`config.mk`:
```
export PLATFORM = sky130hd
export DESIGN_NAME = chb_digital_cfg
export DESIGN_NICKNAME = d
export VERILOG_FILES = /design/src/chb_pkg.sv /design/src/chb_pattern_gen.sv /design/src/chb_digital_cfg.sv
export VERILOG_INCLUDE_DIRS = /design/src
export SDC_FILE = /design/constraint.sdc
export NUM_CORES = 1
export LEC_CHECK = 0
export ABC_AREA = 0
export BUFFER_PORTS_ARGS = -buffer_cell sky130_fd_sc_hd__buf_4
export CAP_MARGIN = 20
export CELL_PAD_IN_SITES_DETAIL_PLACEMENT = 2
export CELL_PAD_IN_SITES_GLOBAL_PLACEMENT = 2
export CORE_ASPECT_RATIO = 0.5
export CORE_UTILIZATION = 43
export CTS_CLUSTER_DIAMETER = 120
export DETAILED_ROUTE_END_ITERATION = 10
export GPL_TIMING_DRIVEN = 0
export PLACE_DENSITY_LB_ADDON = 0.2
export SYNTH_ARGS = -nofsm -noshare
export SYNTH_HDL_FRONTEND = slang
export SYNTH_SLANG_ARGS = --single-unit
```
`constraint.sdc`:
```
create_clock -name mclk -period 46.6 [get_ports mclk]
set_clock_uncertainty 0.2 [all_clocks]
set_input_delay 9.32 -clock mclk [delete_from_list [all_inputs] [get_ports mclk]]
set_output_delay 9.32 -clock mclk [all_outputs]
set_load 0.01 [all_outputs]
```
`src/chb_consts.svh`:
```
// register offsets, field positions and numeric constants for the channel b config block
`ifndef CHB_CONSTS_SVH
`define CHB_CONSTS_SVH
`define REG_CUST_LO    8'h51
`define REG_CUST_HI    8'h52
`define REG_CORR_EN    8'h66
`define REG_GAIN_TC    8'h68
`define REG_COEFS      8'h69
`define REG_TRIM       8'h6a
`define REG_SHP_EN     8'h6c
`define REG_PATTERN    8'h75
`define REG_PEDESTAL   8'h76
`define CORR_EN_BIT    6
`define SHP_EN_BIT     0
`define TC_BASE_SHIFT  6'h12
`define TC_MAX_CODE    4'ha
`define COARSE_MAX     4'hc
`define COARSE_SHIFT   12
`define TRIM_SHIFT     13
`define TRIM_UNITY     15'h2000
`define MID_CODE       13'h0400
`define CODE_MAX       11'h7ff
`define TOGGLE_A       11'h2aa
`define TOGGLE_B       11'h555
`define RAMP_LAST_PH   3'h7
`endif

```
`src/chb_pkg.sv`:
```
// types shared by the channel b config block and its pattern generator
`default_nettype none
package chb_pkg;
  typedef enum logic [2:0] {
    PAT_NORMAL = 3'h0,
    PAT_ZEROS  = 3'h1,
    PAT_ONES   = 3'h2,
    PAT_TOGGLE = 3'h3,
    PAT_RAMP   = 3'h4,
    PAT_CUSTOM = 3'h5,
    PAT_UNUSED6 = 3'h6,
    PAT_UNUSED7 = 3'h7
  } pattern_t;

  typedef struct packed {
    logic [3:0] coarse;
    logic [3:0] tc;
    logic [3:0] coef1;
    logic [3:0] coef2;
    logic [6:0] trim;
    logic       shp_en;
    pattern_t   pat;
    logic [5:0] ped;
    logic       corr_en;
  } chan_cfg_t;

  typedef struct packed {
    logic       we;
    logic [7:0] addr;
    logic [7:0] data;
  } reg_wr_t;

  typedef struct packed {
    logic       en;
    logic [3:0] coef1;
    logic [3:0] coef2;
  } shaping_t;
endpackage
`default_nettype wire

```
`src/chb_pattern_gen.sv`:
```
// test-pattern substitution on the channel b output word
`include "chb_consts.svh"
`default_nettype none
module chb_pattern_gen (
  input  wire logic              mclk,
  input  wire logic              rst,
  input  wire chb_pkg::pattern_t sel,
  input  wire logic [10:0]       data_in,
  input  wire logic [10:0]       custom,
  output var  logic [10:0]       data_out
);
  import chb_pkg::*;

  typedef struct packed {
    logic [10:0] ramp;
    logic [2:0]  phase;
    logic        tog;
    logic [10:0] out;
  } pg_state_t;

  pg_state_t st_reg;
  pg_state_t st_next;

  always_comb begin
    st_next = st_reg;
    st_next.tog = ~st_reg.tog;
    st_next.phase = st_reg.phase + 3'h1;
    if (st_reg.phase == `RAMP_LAST_PH) begin
      st_next.ramp = st_reg.ramp + 11'h001;
    end
    case (sel)
      PAT_NORMAL: st_next.out = data_in;
      PAT_ZEROS:  st_next.out = 11'h000;
      PAT_ONES:   st_next.out = `CODE_MAX;
      PAT_TOGGLE: st_next.out = st_reg.tog ? `TOGGLE_B : `TOGGLE_A;
      PAT_RAMP:   st_next.out = st_reg.ramp;
      PAT_CUSTOM: st_next.out = custom;
      default:    st_next.out = data_in;
    endcase
  end

  always_ff @(posedge mclk) begin
    if (rst) begin
      st_reg <= '0;
    end else begin
      st_reg <= st_next;
    end
  end

  assign data_out = st_reg.out;
endmodule // chb_pattern_gen
`default_nettype wire

```
`src/chb_digital_cfg.sv`:
```
// channel b digital config registers, offset loop, gain and output select
// Summary of operation
// D6 of offset-enable register turns correction on
// channel b settings apply only when independent; the code also uses the channel b custom word in common mode
// upper gain nibble: coarse gain, 0.5 dB steps
// lower nibble: loop constant 256k doubling upward
// one byte holds both shaping coefficients
// fine trim is additive, 128 steps
// trim factor is one plus code over 8192
// total gain is coarse plus fine trim
// bit D0 of 0x6c enables noise shaping
// selector 000 normal, 001 zeros, 010 ones
// selector 011 alternates two toggle words
// selector 100 ramps every eighth cycle
// selector 101 outputs custom word
// enabled loop converges to mid-code plus pedestal
// pedestal is six-bit two's complement
// common control uses channel a settings
// custom word: five low, six high bits
// reset clears all channel b fields
`include "chb_consts.svh"
`default_nettype none
module chb_digital_cfg #(
  parameter int DATA_W = 11,
  parameter int ACC_W  = 44
) (
  input  wire logic              mclk,
  input  wire logic              rst,
  input  wire chb_pkg::reg_wr_t  reg_wr,
  input  wire logic [7:0]        rd_addr,
  output var  logic [7:0]        rd_data,
  input  wire logic              common_ctrl,
  input  wire chb_pkg::chan_cfg_t cha_cfg,
  input  wire logic [DATA_W-1:0] adc_in,
  output var  logic [DATA_W-1:0] sample_out,
  output var  chb_pkg::shaping_t shaping
);
  import chb_pkg::*;

  typedef struct packed {
    chan_cfg_t              cfg;
    logic [4:0]             cust_lo;
    logic [5:0]             cust_hi;
    logic signed [ACC_W-1:0] acc;
    logic [DATA_W-1:0]      proc;
    logic [7:0]             rd;
    shaping_t               shp;
  } state_t;

  state_t    st_reg;
  state_t    st_next;
  chan_cfg_t eff;

  // coarse gain multiplier in q.12, 10^(code/40)
  function automatic logic [13:0] coarse_mult(input logic [3:0] code);
    logic [3:0] c;
    c = (code > `COARSE_MAX) ? `COARSE_MAX : code;
    case (c)
      4'h0:    coarse_mult = 14'h1000;
      4'h1:    coarse_mult = 14'h10f3;
      4'h2:    coarse_mult = 14'h11f4;
      4'h3:    coarse_mult = 14'h1304;
      4'h4:    coarse_mult = 14'h1425;
      4'h5:    coarse_mult = 14'h1557;
      4'h6:    coarse_mult = 14'h169a;
      4'h7:    coarse_mult = 14'h17f1;
      4'h8:    coarse_mult = 14'h195c;
      4'h9:    coarse_mult = 14'h1add;
      4'ha:    coarse_mult = 14'h1c74;
      4'hb:    coarse_mult = 14'h1e24;
      4'hc:    coarse_mult = 14'h1fed;
      default: coarse_mult = 14'h1000;
    endcase
  endfunction

  // loop time constant as a shift, 2^18 cycles at code 0
  function automatic logic [5:0] tc_shift(input logic [3:0] code);
    logic [3:0] c;
    c = (code > `TC_MAX_CODE) ? `TC_MAX_CODE : code;
    tc_shift = `TC_BASE_SHIFT + {2'b00, c};
  endfunction

  // register image for readback
  function automatic logic [7:0] reg_image(input state_t s, input logic [7:0] a);
    reg_image = 8'h00;
    case (a)
      `REG_CUST_LO:  reg_image = {s.cust_lo, 3'b000};
      `REG_CUST_HI:  reg_image = {2'b00, s.cust_hi};
      `REG_CORR_EN:  reg_image = {1'b0, s.cfg.corr_en, 6'h00};
      `REG_GAIN_TC:  reg_image = {s.cfg.coarse, s.cfg.tc};
      `REG_COEFS:    reg_image = {s.cfg.coef1, s.cfg.coef2};
      `REG_TRIM:     reg_image = {1'b0, s.cfg.trim};
      `REG_SHP_EN:   reg_image = {7'h00, s.cfg.shp_en};
      `REG_PATTERN:  reg_image = {5'h00, s.cfg.pat};
      `REG_PEDESTAL: reg_image = {2'b00, s.cfg.ped};
      default:       reg_image = 8'h00;
    endcase
  endfunction

  // effective settings: channel a in common mode
  always_comb begin
    eff = common_ctrl ? cha_cfg : st_reg.cfg;
  end

  logic signed [ACC_W-1:0] est;
  logic signed [12:0]      corr;
  logic signed [12:0]      target;
  logic signed [12:0]      err;
  logic signed [12:0]      cen;
  logic signed [27:0]      p1;
  logic signed [15:0]      g1;
  logic signed [31:0]      p2;
  logic signed [15:0]      g2;
  logic signed [15:0]      outv;
  logic [DATA_W-1:0]       custom_word;
  logic [DATA_W-1:0]       pat_out;

  always_comb begin
    est    = st_reg.acc >>> tc_shift(eff.tc);
    target = `MID_CODE + {{7{eff.ped[5]}}, eff.ped};
    if (eff.corr_en) begin
      corr = $signed({2'b00, adc_in}) - est[12:0];
    end else begin
      corr = $signed({2'b00, adc_in});
    end
    err  = corr - target;
    cen  = corr - `MID_CODE;
    p1   = cen * $signed({1'b0, coarse_mult(eff.coarse)});
    g1   = 16'(p1 >>> `COARSE_SHIFT);
    p2   = g1 * $signed({1'b0, `TRIM_UNITY + {8'h00, eff.trim}});
    g2   = 16'(p2 >>> `TRIM_SHIFT);
    outv = g2 + 16'(`MID_CODE);
  end

  always_comb begin
    st_next = st_reg;
    if (reg_wr.we) begin
      case (reg_wr.addr)
        `REG_CUST_LO:  st_next.cust_lo = reg_wr.data[7:3];
        `REG_CUST_HI:  st_next.cust_hi = reg_wr.data[5:0];
        `REG_CORR_EN:  st_next.cfg.corr_en = reg_wr.data[`CORR_EN_BIT];
        `REG_GAIN_TC: begin
          st_next.cfg.coarse = reg_wr.data[7:4];
          st_next.cfg.tc = reg_wr.data[3:0];
        end
        `REG_COEFS: begin
          st_next.cfg.coef1 = reg_wr.data[7:4];
          st_next.cfg.coef2 = reg_wr.data[3:0];
        end
        `REG_TRIM:     st_next.cfg.trim = reg_wr.data[6:0];
        `REG_SHP_EN:   st_next.cfg.shp_en = reg_wr.data[`SHP_EN_BIT];
        `REG_PATTERN:  st_next.cfg.pat = pattern_t'(reg_wr.data[2:0]);
        `REG_PEDESTAL: st_next.cfg.ped = reg_wr.data[5:0];
        default: ;
      endcase
    end
    // loop integrates the residual; cleared while off
    if (eff.corr_en) begin
      st_next.acc = st_reg.acc + ACC_W'(err);
    end else begin
      st_next.acc = '0;
    end
    if (outv < 16'sh0000) begin
      st_next.proc = '0;
    end else if (outv > $signed({5'h00, `CODE_MAX})) begin
      st_next.proc = `CODE_MAX;
    end else begin
      st_next.proc = outv[DATA_W-1:0];
    end
    st_next.rd = reg_image(st_reg, rd_addr);
    st_next.shp.en = eff.shp_en;
    st_next.shp.coef1 = eff.coef1;
    st_next.shp.coef2 = eff.coef2;
  end

  always_ff @(posedge mclk) begin
    if (rst) begin
      st_reg <= '0;
    end else begin
      st_reg <= st_next;
    end
  end

  assign custom_word = {st_reg.cust_hi, st_reg.cust_lo};

  chb_pattern_gen u_pattern (
    .mclk     (mclk),
    .rst      (rst),
    .sel      (eff.pat),
    .data_in  (st_reg.proc),
    .custom   (custom_word),
    .data_out (pat_out)
  );

  assign sample_out = pat_out;
  assign rd_data    = st_reg.rd;
  assign shaping    = st_reg.shp;
endmodule // chb_digital_cfg
`default_nettype wire

```
==> metrics.txt, run 1 <==
# TYPE chip_impl_metric gauge
chip_impl_metric{name="synth_to_layout_area_growth",unit="%"} 10.6
chip_impl_metric{name="timing.critical_path.fanout_max",unit=""} 10
chip_impl_info{name="crit_family",value="adder cells"} 1
chip_impl_metric{name="ys_seq_elements",unit=""} 143
chip_impl_metric{name="yosysUniqueCellTypes",unit=""} 88
chip_impl_metric{name="cts_repair_resize_count",unit=""} 0
chip_impl_metric{name="insertion_delay",unit="ps"} 470
chip_impl_metric{name="final-setup-viol-count",unit=""} 0
chip_impl_metric{name="post-dp-hpwl",unit="microns"} 69200
chip_impl_metric{name="via_total_after_detailed_routing",unit=""} 19100
chip_impl_metric{name="vias_per_cell",unit=""} 5.82
chip_impl_metric{name="clock_tree.htree_level_count",unit=""} 4
chip_impl_metric{name="post_dp_cell_area",unit="sq mm"} 0.0227
chip_impl_metric{name="drv.max_cap_violation_count",unit=""} 0
chip_impl_metric{name="cpPeakStageDelay",unit="ps"} 860
chip_impl_metric{name="edff_count_synth",unit=""} 0
chip_impl_info{name="synth_commonest_cells",value="sky130_fd_sc_hd__inv_1, sky130_fd_sc_hd__nor2_1, sky130_fd_sc_hd__ha_1, sky130_fd_sc_hd__fa_1, sky130_fd_sc_hd__nand2_1"} 1
chip_impl_metric{name="cts.reportedPaths.clkPinSlew",unit="ps"} 60
chip_impl_info{name="dominantRegCellSynth",value="sky130_fd_sc_hd__dfxtp_1"} 1
chip_impl_metric{name="row_count",unit=""} 57
chip_impl_metric{name="grt_overflow",unit=""} 0
chip_impl_metric{name="design_area",unit="sq mm"} 0.0234
chip_impl_metric{name="drt-total-wl",unit="microns"} 86100
chip_impl_metric{name="die_w",unit="microns"} 316
chip_impl_metric{name="drtPass1Iterations",unit=""} 5
chip_impl_metric{name="post-route-min-period",unit="ps"} 32910
chip_impl_metric{name="share_of_layout_cells_above_drive_strength_1",unit="%"} 8.85
chip_impl_metric{name="synth_area_per_cell",unit="sq um"} 8.53
chip_impl_metric{name="yosysWarningCount",unit=""} 0
chip_impl_info{name="synthMostInstantiatedCell",value="sky130_fd_sc_hd__inv_1"} 1
chip_impl_info{name="path_class",value="input pin to flop"} 1
chip_impl_info{name="result_of_the_run",value="complete, no violations"} 1
chip_impl_metric{name="slew_violations",unit=""} 0
chip_impl_metric{name="clock_tree.buffer_depth",unit=""} 2
chip_impl_metric{name="synth_area",unit="sq mm"} 0.0211
chip_impl_metric{name="grt_start_max_net_pins",unit=""} 33
chip_impl_metric{name="floorplan.initialDensity",unit="%"} 43.6
chip_impl_metric{name="holdWs",unit="ps"} 249
chip_impl_metric{name="post-route-period-util",unit="%"} 70.6
chip_impl_metric{name="drc",unit=""} 0
chip_impl_info{name="post_synth_main_area_contributors",value="sky130_fd_sc_hd__fa_1, sky130_fd_sc_hd__ha_1, sky130_fd_sc_hd__dfxtp_1, sky130_fd_sc_hd__inv_1, sky130_fd_sc_hd__mux2i_1"} 1
chip_impl_metric{name="gp_congestion",unit=""} 0.921
chip_impl_info{name="cp_common_cell",value="sky130_fd_sc_hd__inv_1"} 1
chip_impl_metric{name="multi_input_comb_area",unit="sq mm"} 0.0163
chip_impl_metric{name="grt_pass1_wl",unit="microns"} 130000
chip_impl_info{name="hp-start",value="u_pattern.st_reg[12]"} 1
chip_impl_info{name="critical_path.endpoint_type",value="flop"} 1
chip_impl_info{name="worstReg2RegStart",value="st_reg[111]"} 1
chip_impl_info{name="min_delay_worst_type",value="flop to flop"} 1
chip_impl_metric{name="critPathBufInv",unit=""} 23
chip_impl_metric{name="global_router_s_overall_resource_usage",unit="%"} 34.4
chip_impl_metric{name="sequential_cell_area",unit="sq mm"} 0.00286
chip_impl_metric{name="critical_path_required",unit="ps"} 46770
chip_impl_metric{name="async_flop_share",unit="%"} 0
chip_impl_metric{name="number_of_failing_hold_endpoints_at_the_final_stage",unit=""} 0
chip_impl_metric{name="headroom_to_the_max_slew_limit",unit="%"} 21.4
chip_impl_metric{name="cts_hold_buf",unit=""} 0
chip_impl_info{name="setup_repair_after_global_routing_missed_its_margin",value="no"} 1
chip_impl_metric{name="clock_sinks",unit=""} 143
chip_impl_metric{name="detailedRoute.firstIterationViolations",unit=""} 1362
chip_impl_metric{name="tritoncts.num_buffers",unit=""} 17
chip_impl_metric{name="boundaryPins",unit=""} 101
chip_impl_metric{name="die_y",unit="microns"} 159
chip_impl_metric{name="post-cts-setup-buffer-count",unit=""} 0
chip_impl_metric{name="grt_pass1_vias",unit=""} 21700
chip_impl_metric{name="setup_ws_final",unit="ps"} 13690
chip_impl_info{name="worst_path_max_delay_cell",value="sky130_fd_sc_hd__clkbuf_1"} 1
chip_impl_metric{name="preCtsSetupSlack",unit="ps"} 13300
chip_impl_metric{name="fp.coreArea",unit="sq mm"} 0.0485
chip_impl_metric{name="seq_area_frac_synth",unit="%"} 13.5
chip_impl_metric{name="antenna_violating_nets_post_route",unit=""} 0
chip_impl_info{name="tritoncts",value="built"} 1
chip_impl_metric{name="synth_top_area_share",unit="%"} 21.8
chip_impl_info{name="timing.critical_path.from_type",value="input pin"} 1
chip_impl_metric{name="dieArea",unit="sq mm"} 0.0501
chip_impl_metric{name="cp_data_arrival_time",unit="ps"} 33080
chip_impl_info{name="setup.worst_path.start",value="common_ctrl"} 1
chip_impl_metric{name="mappedNetlistNets",unit=""} 3043
chip_impl_metric{name="io_buffer_count",unit=""} 100
chip_impl_metric{name="fmax",unit="GHz"} 0.0304
chip_impl_metric{name="largest_register_ffs",unit=""} 89
chip_impl_metric{name="post_drt_wl_per_cell",unit="microns"} 26.3
chip_impl_metric{name="syn-instance-count",unit=""} 2480
chip_impl_metric{name="grt_antenna_before_repair",unit=""} 6
chip_impl_metric{name="setup-tns-final",unit="ps"} 0
chip_impl_metric{name="max_slew.worst_pin.slew",unit="ps"} 1170
chip_impl_info{name="synth.largest_area_cell",value="sky130_fd_sc_hd__fa_1"} 1
chip_impl_info{name="cts_root_buf",value="sky130_fd_sc_hd__clkbuf_16"} 1
chip_impl_metric{name="filler_cell_count",unit=""} 5451
chip_impl_metric{name="nNetsFinal",unit=""} 3172
==> through the flow <==
| stage | util, % | cells |
|---|---|---|
| 4_1_cts | 48.1 | 3264 |
| 5_1_grt | 48.2 | 3273 |
| 2_1_floorplan | - | 2480 |
| 6_report | 48.2 | 3274 |
| 3_5_place_dp | 46.9 | 3232 |
| 3_3_place_gp | 46.8 | 3229 |
==> metal layers <==
layer	share of wire (%)	global-route usage, %	vias to the layer above
met5	0	0	-
met4	3.2	12.0	0
met3	4.4	4.19	174
met2	49	59.6	546
met1	43	44.1	9960
li1	-	-	8378
==> worst reg2reg max path: cells and delay by family (launching register included) <==
kind | cells | cell delay [ps]
adder cells (fa/ha/maj) | 17 | 7530
AO/OA/AOI/OAI | 19 | 5230
buffers and inverters | 17 | 3420
AND/OR/NAND/NOR | 12 | 2320
XOR/XNOR | 5 | 2220
multiplexers | 3 | 810
flip-flops | 1 | 380
==> cells in the final DEF (no fill, tap or decap), drive strengths merged, types with 17 or more instances in the layout <==
cell type,Yosys,routed
clkbuf,59,82
o21ai,80,80
buf,42,147
inv,393,397
and2,34,34
nand2,224,224
nor3,27,27
o21bai,18,18
xnor2,58,58
dfxtp,143,143
o21a,17,17
fa,230,230
nand3,32,32
nand2b,23,23
a21o,48,48
xor2,38,38
a21oi,103,103
ha,260,260
mux2i,148,148
nor2,282,282
nor2b,23,23
==> area by class of cell <==
| type | instances | area share (%) |
|---|---|---|
| Multi-Input combinational cell | 1842 | 69.7 |
| Clock buffer | 18 | 1.84 |
| Sequential cell | 143 | 12.2 |
| Timing Repair Buffer | 110 | 3.49 |
| Antenna cell | 3 | 0.0321 |
| Clock inverter | 14 | 0.674 |
| Inverter | 394 | 6.33 |
| Buffer | 101 | 2.17 |
| Tap cell | 649 | 3.47 |
==> logic make-up after synthesis <==
group	Yosys count	share of synthesized area [%]
simple gates	704	14.9
buf+inv	495	9.39
fa+ha+maj	490	37.2
compound gates	377	11.8
mux	173	8.91
flops	143	13.5
xor+xnor	98	4.30
==> final timing paths <==
| kind | to | slack, ps | cells after the start |
|---|---|---|---|
| worst max-delay path | st_reg[26] | 13690 | 78 |
| worst min-delay path | u_pattern.st_reg[12] | 250 | 1 |
| worst max register to register | st_reg[26] | 24390 | 73 |
| worst min register to register | u_pattern.st_reg[12] | 250 | 1 |
Power of run 1 is left out: the tool's default activity adds up to more than one toggle a clock period on the data nets, which glitch-free logic cannot reach.
==> run 2: changes to the inputs <==
--- a/config.mk
+++ b/config.mk
@@ -12,7 +12,7 @@
 export CELL_PAD_IN_SITES_DETAIL_PLACEMENT = 2
 export CELL_PAD_IN_SITES_GLOBAL_PLACEMENT = 2
 export CORE_ASPECT_RATIO = 0.5
-export CORE_UTILIZATION = 43
+export CORE_UTILIZATION = 36
 export CTS_CLUSTER_DIAMETER = 120
 export DETAILED_ROUTE_END_ITERATION = 10
 export GPL_TIMING_DRIVEN = 0
==> constraint.sdc (replaced) <==
create_clock -name mclk -period 28.3 [get_ports mclk]
set_clock_uncertainty 0.2 [all_clocks]
set_input_delay 5.66 -clock mclk [delete_from_list [all_inputs] [get_ports mclk]]
set_output_delay 5.66 -clock mclk [all_outputs]
set_load 0.01 [all_outputs]
==> metrics.txt, run 2 (same netlist as run 1, synthesis figures left out) <==
# TYPE chip_impl_metric gauge
chip_impl_info{name="critical_path.endpoint_type",value="flop"} 1
chip_impl_metric{name="gr-usage-met3",unit="%"} 2.51
chip_impl_metric{name="post-dp-hpwl",unit="microns"} 58800
chip_impl_metric{name="post_drt_wl_per_cell",unit="microns"} 20.7
chip_impl_metric{name="antenna_violating_nets_post_route",unit=""} 0
chip_impl_metric{name="synth_to_layout_area_growth",unit="%"} 11.6
chip_impl_info{name="cp_common_cell",value="sky130_fd_sc_hd__inv_1"} 1
chip_impl_metric{name="headroom_to_the_max_slew_limit",unit="%"} 21.6
chip_impl_metric{name="die_y",unit="microns"} 173
chip_impl_metric{name="largest_register_ffs",unit=""} 89
chip_impl_metric{name="fmax",unit="GHz"} 0.0373
chip_impl_info{name="min_delay_worst_type",value="flop to flop"} 1
chip_impl_info{name="final_common_cell",value="sky130_fd_sc_hd__inv_1"} 1
chip_impl_metric{name="cpPeakStageDelay",unit="ps"} 600
chip_impl_info{name="timing.critical_path.from_type",value="input pin"} 1
chip_impl_info{name="crit_family",value="adder cells"} 1
chip_impl_metric{name="fp.coreArea",unit="sq mm"} 0.0577
chip_impl_metric{name="max_slew.worst_pin.slew",unit="ps"} 1180
chip_impl_metric{name="tritoncts.num_buffers",unit=""} 25
chip_impl_metric{name="boundaryPins",unit=""} 101
chip_impl_metric{name="detailedRoute.firstIterationViolations",unit=""} 724
chip_impl_metric{name="row_count",unit=""} 62
chip_impl_metric{name="vias_per_cell",unit=""} 5.22
chip_impl_info{name="cts_root_buf",value="sky130_fd_sc_hd__clkbuf_16"} 1
chip_impl_metric{name="grt_antenna_before_repair",unit=""} 0
chip_impl_info{name="result_of_the_run",value="complete, no violations"} 1
chip_impl_metric{name="preCtsSetupSlack",unit="ps"} 176
chip_impl_metric{name="drv.max_cap_violation_count",unit=""} 0
chip_impl_metric{name="dp.cells",unit=""} 3352
chip_impl_metric{name="insertion_delay",unit="ps"} 480
chip_impl_metric{name="grt_start_max_net_pins",unit=""} 33
chip_impl_metric{name="reg2reg_slack",unit="ps"} 7340
chip_impl_info{name="grt.busiest_layer",value="met2"} 1
chip_impl_metric{name="nNetsFinal",unit=""} 3174
chip_impl_metric{name="clock_tree.htree_level_count",unit=""} 4
chip_impl_metric{name="critPathBufInv",unit=""} 22
chip_impl_metric{name="number_of_diodes",unit=""} 0
chip_impl_metric{name="drtPass1Iterations",unit=""} 5
chip_impl_metric{name="io_buffer_count",unit=""} 100
chip_impl_info{name="worst_path_max_delay_cell",value="sky130_fd_sc_hd__buf_1"} 1
chip_impl_metric{name="design_area",unit="sq mm"} 0.0236
chip_impl_metric{name="final-setup-viol-count",unit=""} 0
chip_impl_info{name="setup_repair_after_global_routing_missed_its_margin",value="no"} 1
chip_impl_metric{name="drc",unit=""} 0
chip_impl_metric{name="gp_congestion",unit=""} 0.856
chip_impl_metric{name="cts.reportedPaths.clkPinSlew",unit="ps"} 70
chip_impl_metric{name="instances_no_fill",unit=""} 3385
chip_impl_metric{name="groute.layer.met2.usage",unit="%"} 41.5
chip_impl_metric{name="slew_violations",unit=""} 0
chip_impl_metric{name="grt_overflow",unit=""} 0
chip_impl_metric{name="timing.critical_path.fanout_max",unit=""} 19
chip_impl_metric{name="number_of_failing_hold_endpoints_at_the_final_stage",unit=""} 0
chip_impl_metric{name="die_w",unit="microns"} 345
chip_impl_metric{name="setup_ws_final",unit="ps"} 1520
chip_impl_metric{name="filler_cell_count",unit=""} 6559
chip_impl_metric{name="clock_tree.buffer_depth",unit=""} 3
chip_impl_metric{name="setup-tns-final",unit="ps"} 0
chip_impl_metric{name="floorplan.initialDensity",unit="%"} 36.6
chip_impl_metric{name="post-route-min-period",unit="ps"} 26780
chip_impl_info{name="most_frequent_cells_in_the_layout",value="sky130_fd_sc_hd__inv_1, sky130_fd_sc_hd__nor2_1, sky130_fd_sc_hd__ha_1, sky130_fd_sc_hd__fa_1, sky130_fd_sc_hd__nand2_1"} 1
chip_impl_metric{name="grt_util_met1",unit="%"} 32.1
chip_impl_info{name="path_class",value="input pin to flop"} 1
chip_impl_metric{name="post-route-period-util",unit="%"} 94.6
chip_impl_metric{name="via_total_after_detailed_routing",unit=""} 17700
chip_impl_metric{name="critical_path_required",unit="ps"} 28520
chip_impl_metric{name="dieArea",unit="sq mm"} 0.0598
chip_impl_metric{name="post_dp_cell_area",unit="sq mm"} 0.0229
chip_impl_metric{name="cp_data_arrival_time",unit="ps"} 27000
chip_impl_metric{name="drt-total-wl",unit="microns"} 69900
chip_impl_info{name="tritoncts",value="built"} 1
chip_impl_metric{name="clock_sinks",unit=""} 143
chip_impl_metric{name="grt_pass1_vias",unit=""} 19800
chip_impl_metric{name="share_of_layout_cells_above_drive_strength_1",unit="%"} 8.67
chip_impl_metric{name="global_router_s_overall_resource_usage",unit="%"} 23.9
chip_impl_metric{name="grt_pass1_wl",unit="microns"} 112000
[run 2: changes by cell type in the layout (fill, tap and decap cells not counted), sizes merged, moves of 3 or more]
cell / delta
clkbuf: +9
clkinv: -4
inv: -4
diode: -3
[run 2: final timing paths]
path / start / end / depth (start not counted)
hold / removal: u_pattern.st_reg[12] / u_pattern.st_reg[12] / 1
hold reg to reg: u_pattern.st_reg[12] / u_pattern.st_reg[12] / 1
setup / recovery: common_ctrl / st_reg[26] / 76
setup reg to reg: st_reg[112] / st_reg[26] / 74
[run 2: per-stage QoR]
stage / util [%] / hold slack [ps]
floorplan: - / 199
global placement: 39.6 / 212
detailed placement: 39.6 / 219
CTS: 40.9 / 227
global route: 40.9 / 250
finish: 40.9 / 222
[run 2: routing by layer]
layer	vias to the layer above	part of all wire [%]
li1	8362	-
met4	0	1.7
met2	176	49
met5	-	0
met1	9076	47
met3	67	2.4
[run 2: area by class of cell]
cell class	instances	area, sq um	area share, %
clock buffer	31	698	2.96
sequential	143	2860	12.1
timing repair buffer	105	779	3.30
buffer	100	504	2.14
inverter	394	1480	6.27
clock inverter	2	12.5	0.0530
tap	768	961	4.07
multi-input combinational	1842	16300	69.1
[run 2: worst reg2reg max path: cells and delay by family, from the launching register on]
kind,cells,cell delay [ps]
xor+xnor,4,1260
mux,2,740
simple gates,12,2490
compound gates,18,3590
fa+ha+maj,18,8280
buf+inv,20,3830
flops,1,490
[run 2: timing repair]
item	CTS	global route
hold buffers	0	0
buffers inserted	0	0
gates resized for setup	0	3
endpoints found under the setup margin	0	11
Power of run 2 is left out for the same reason.
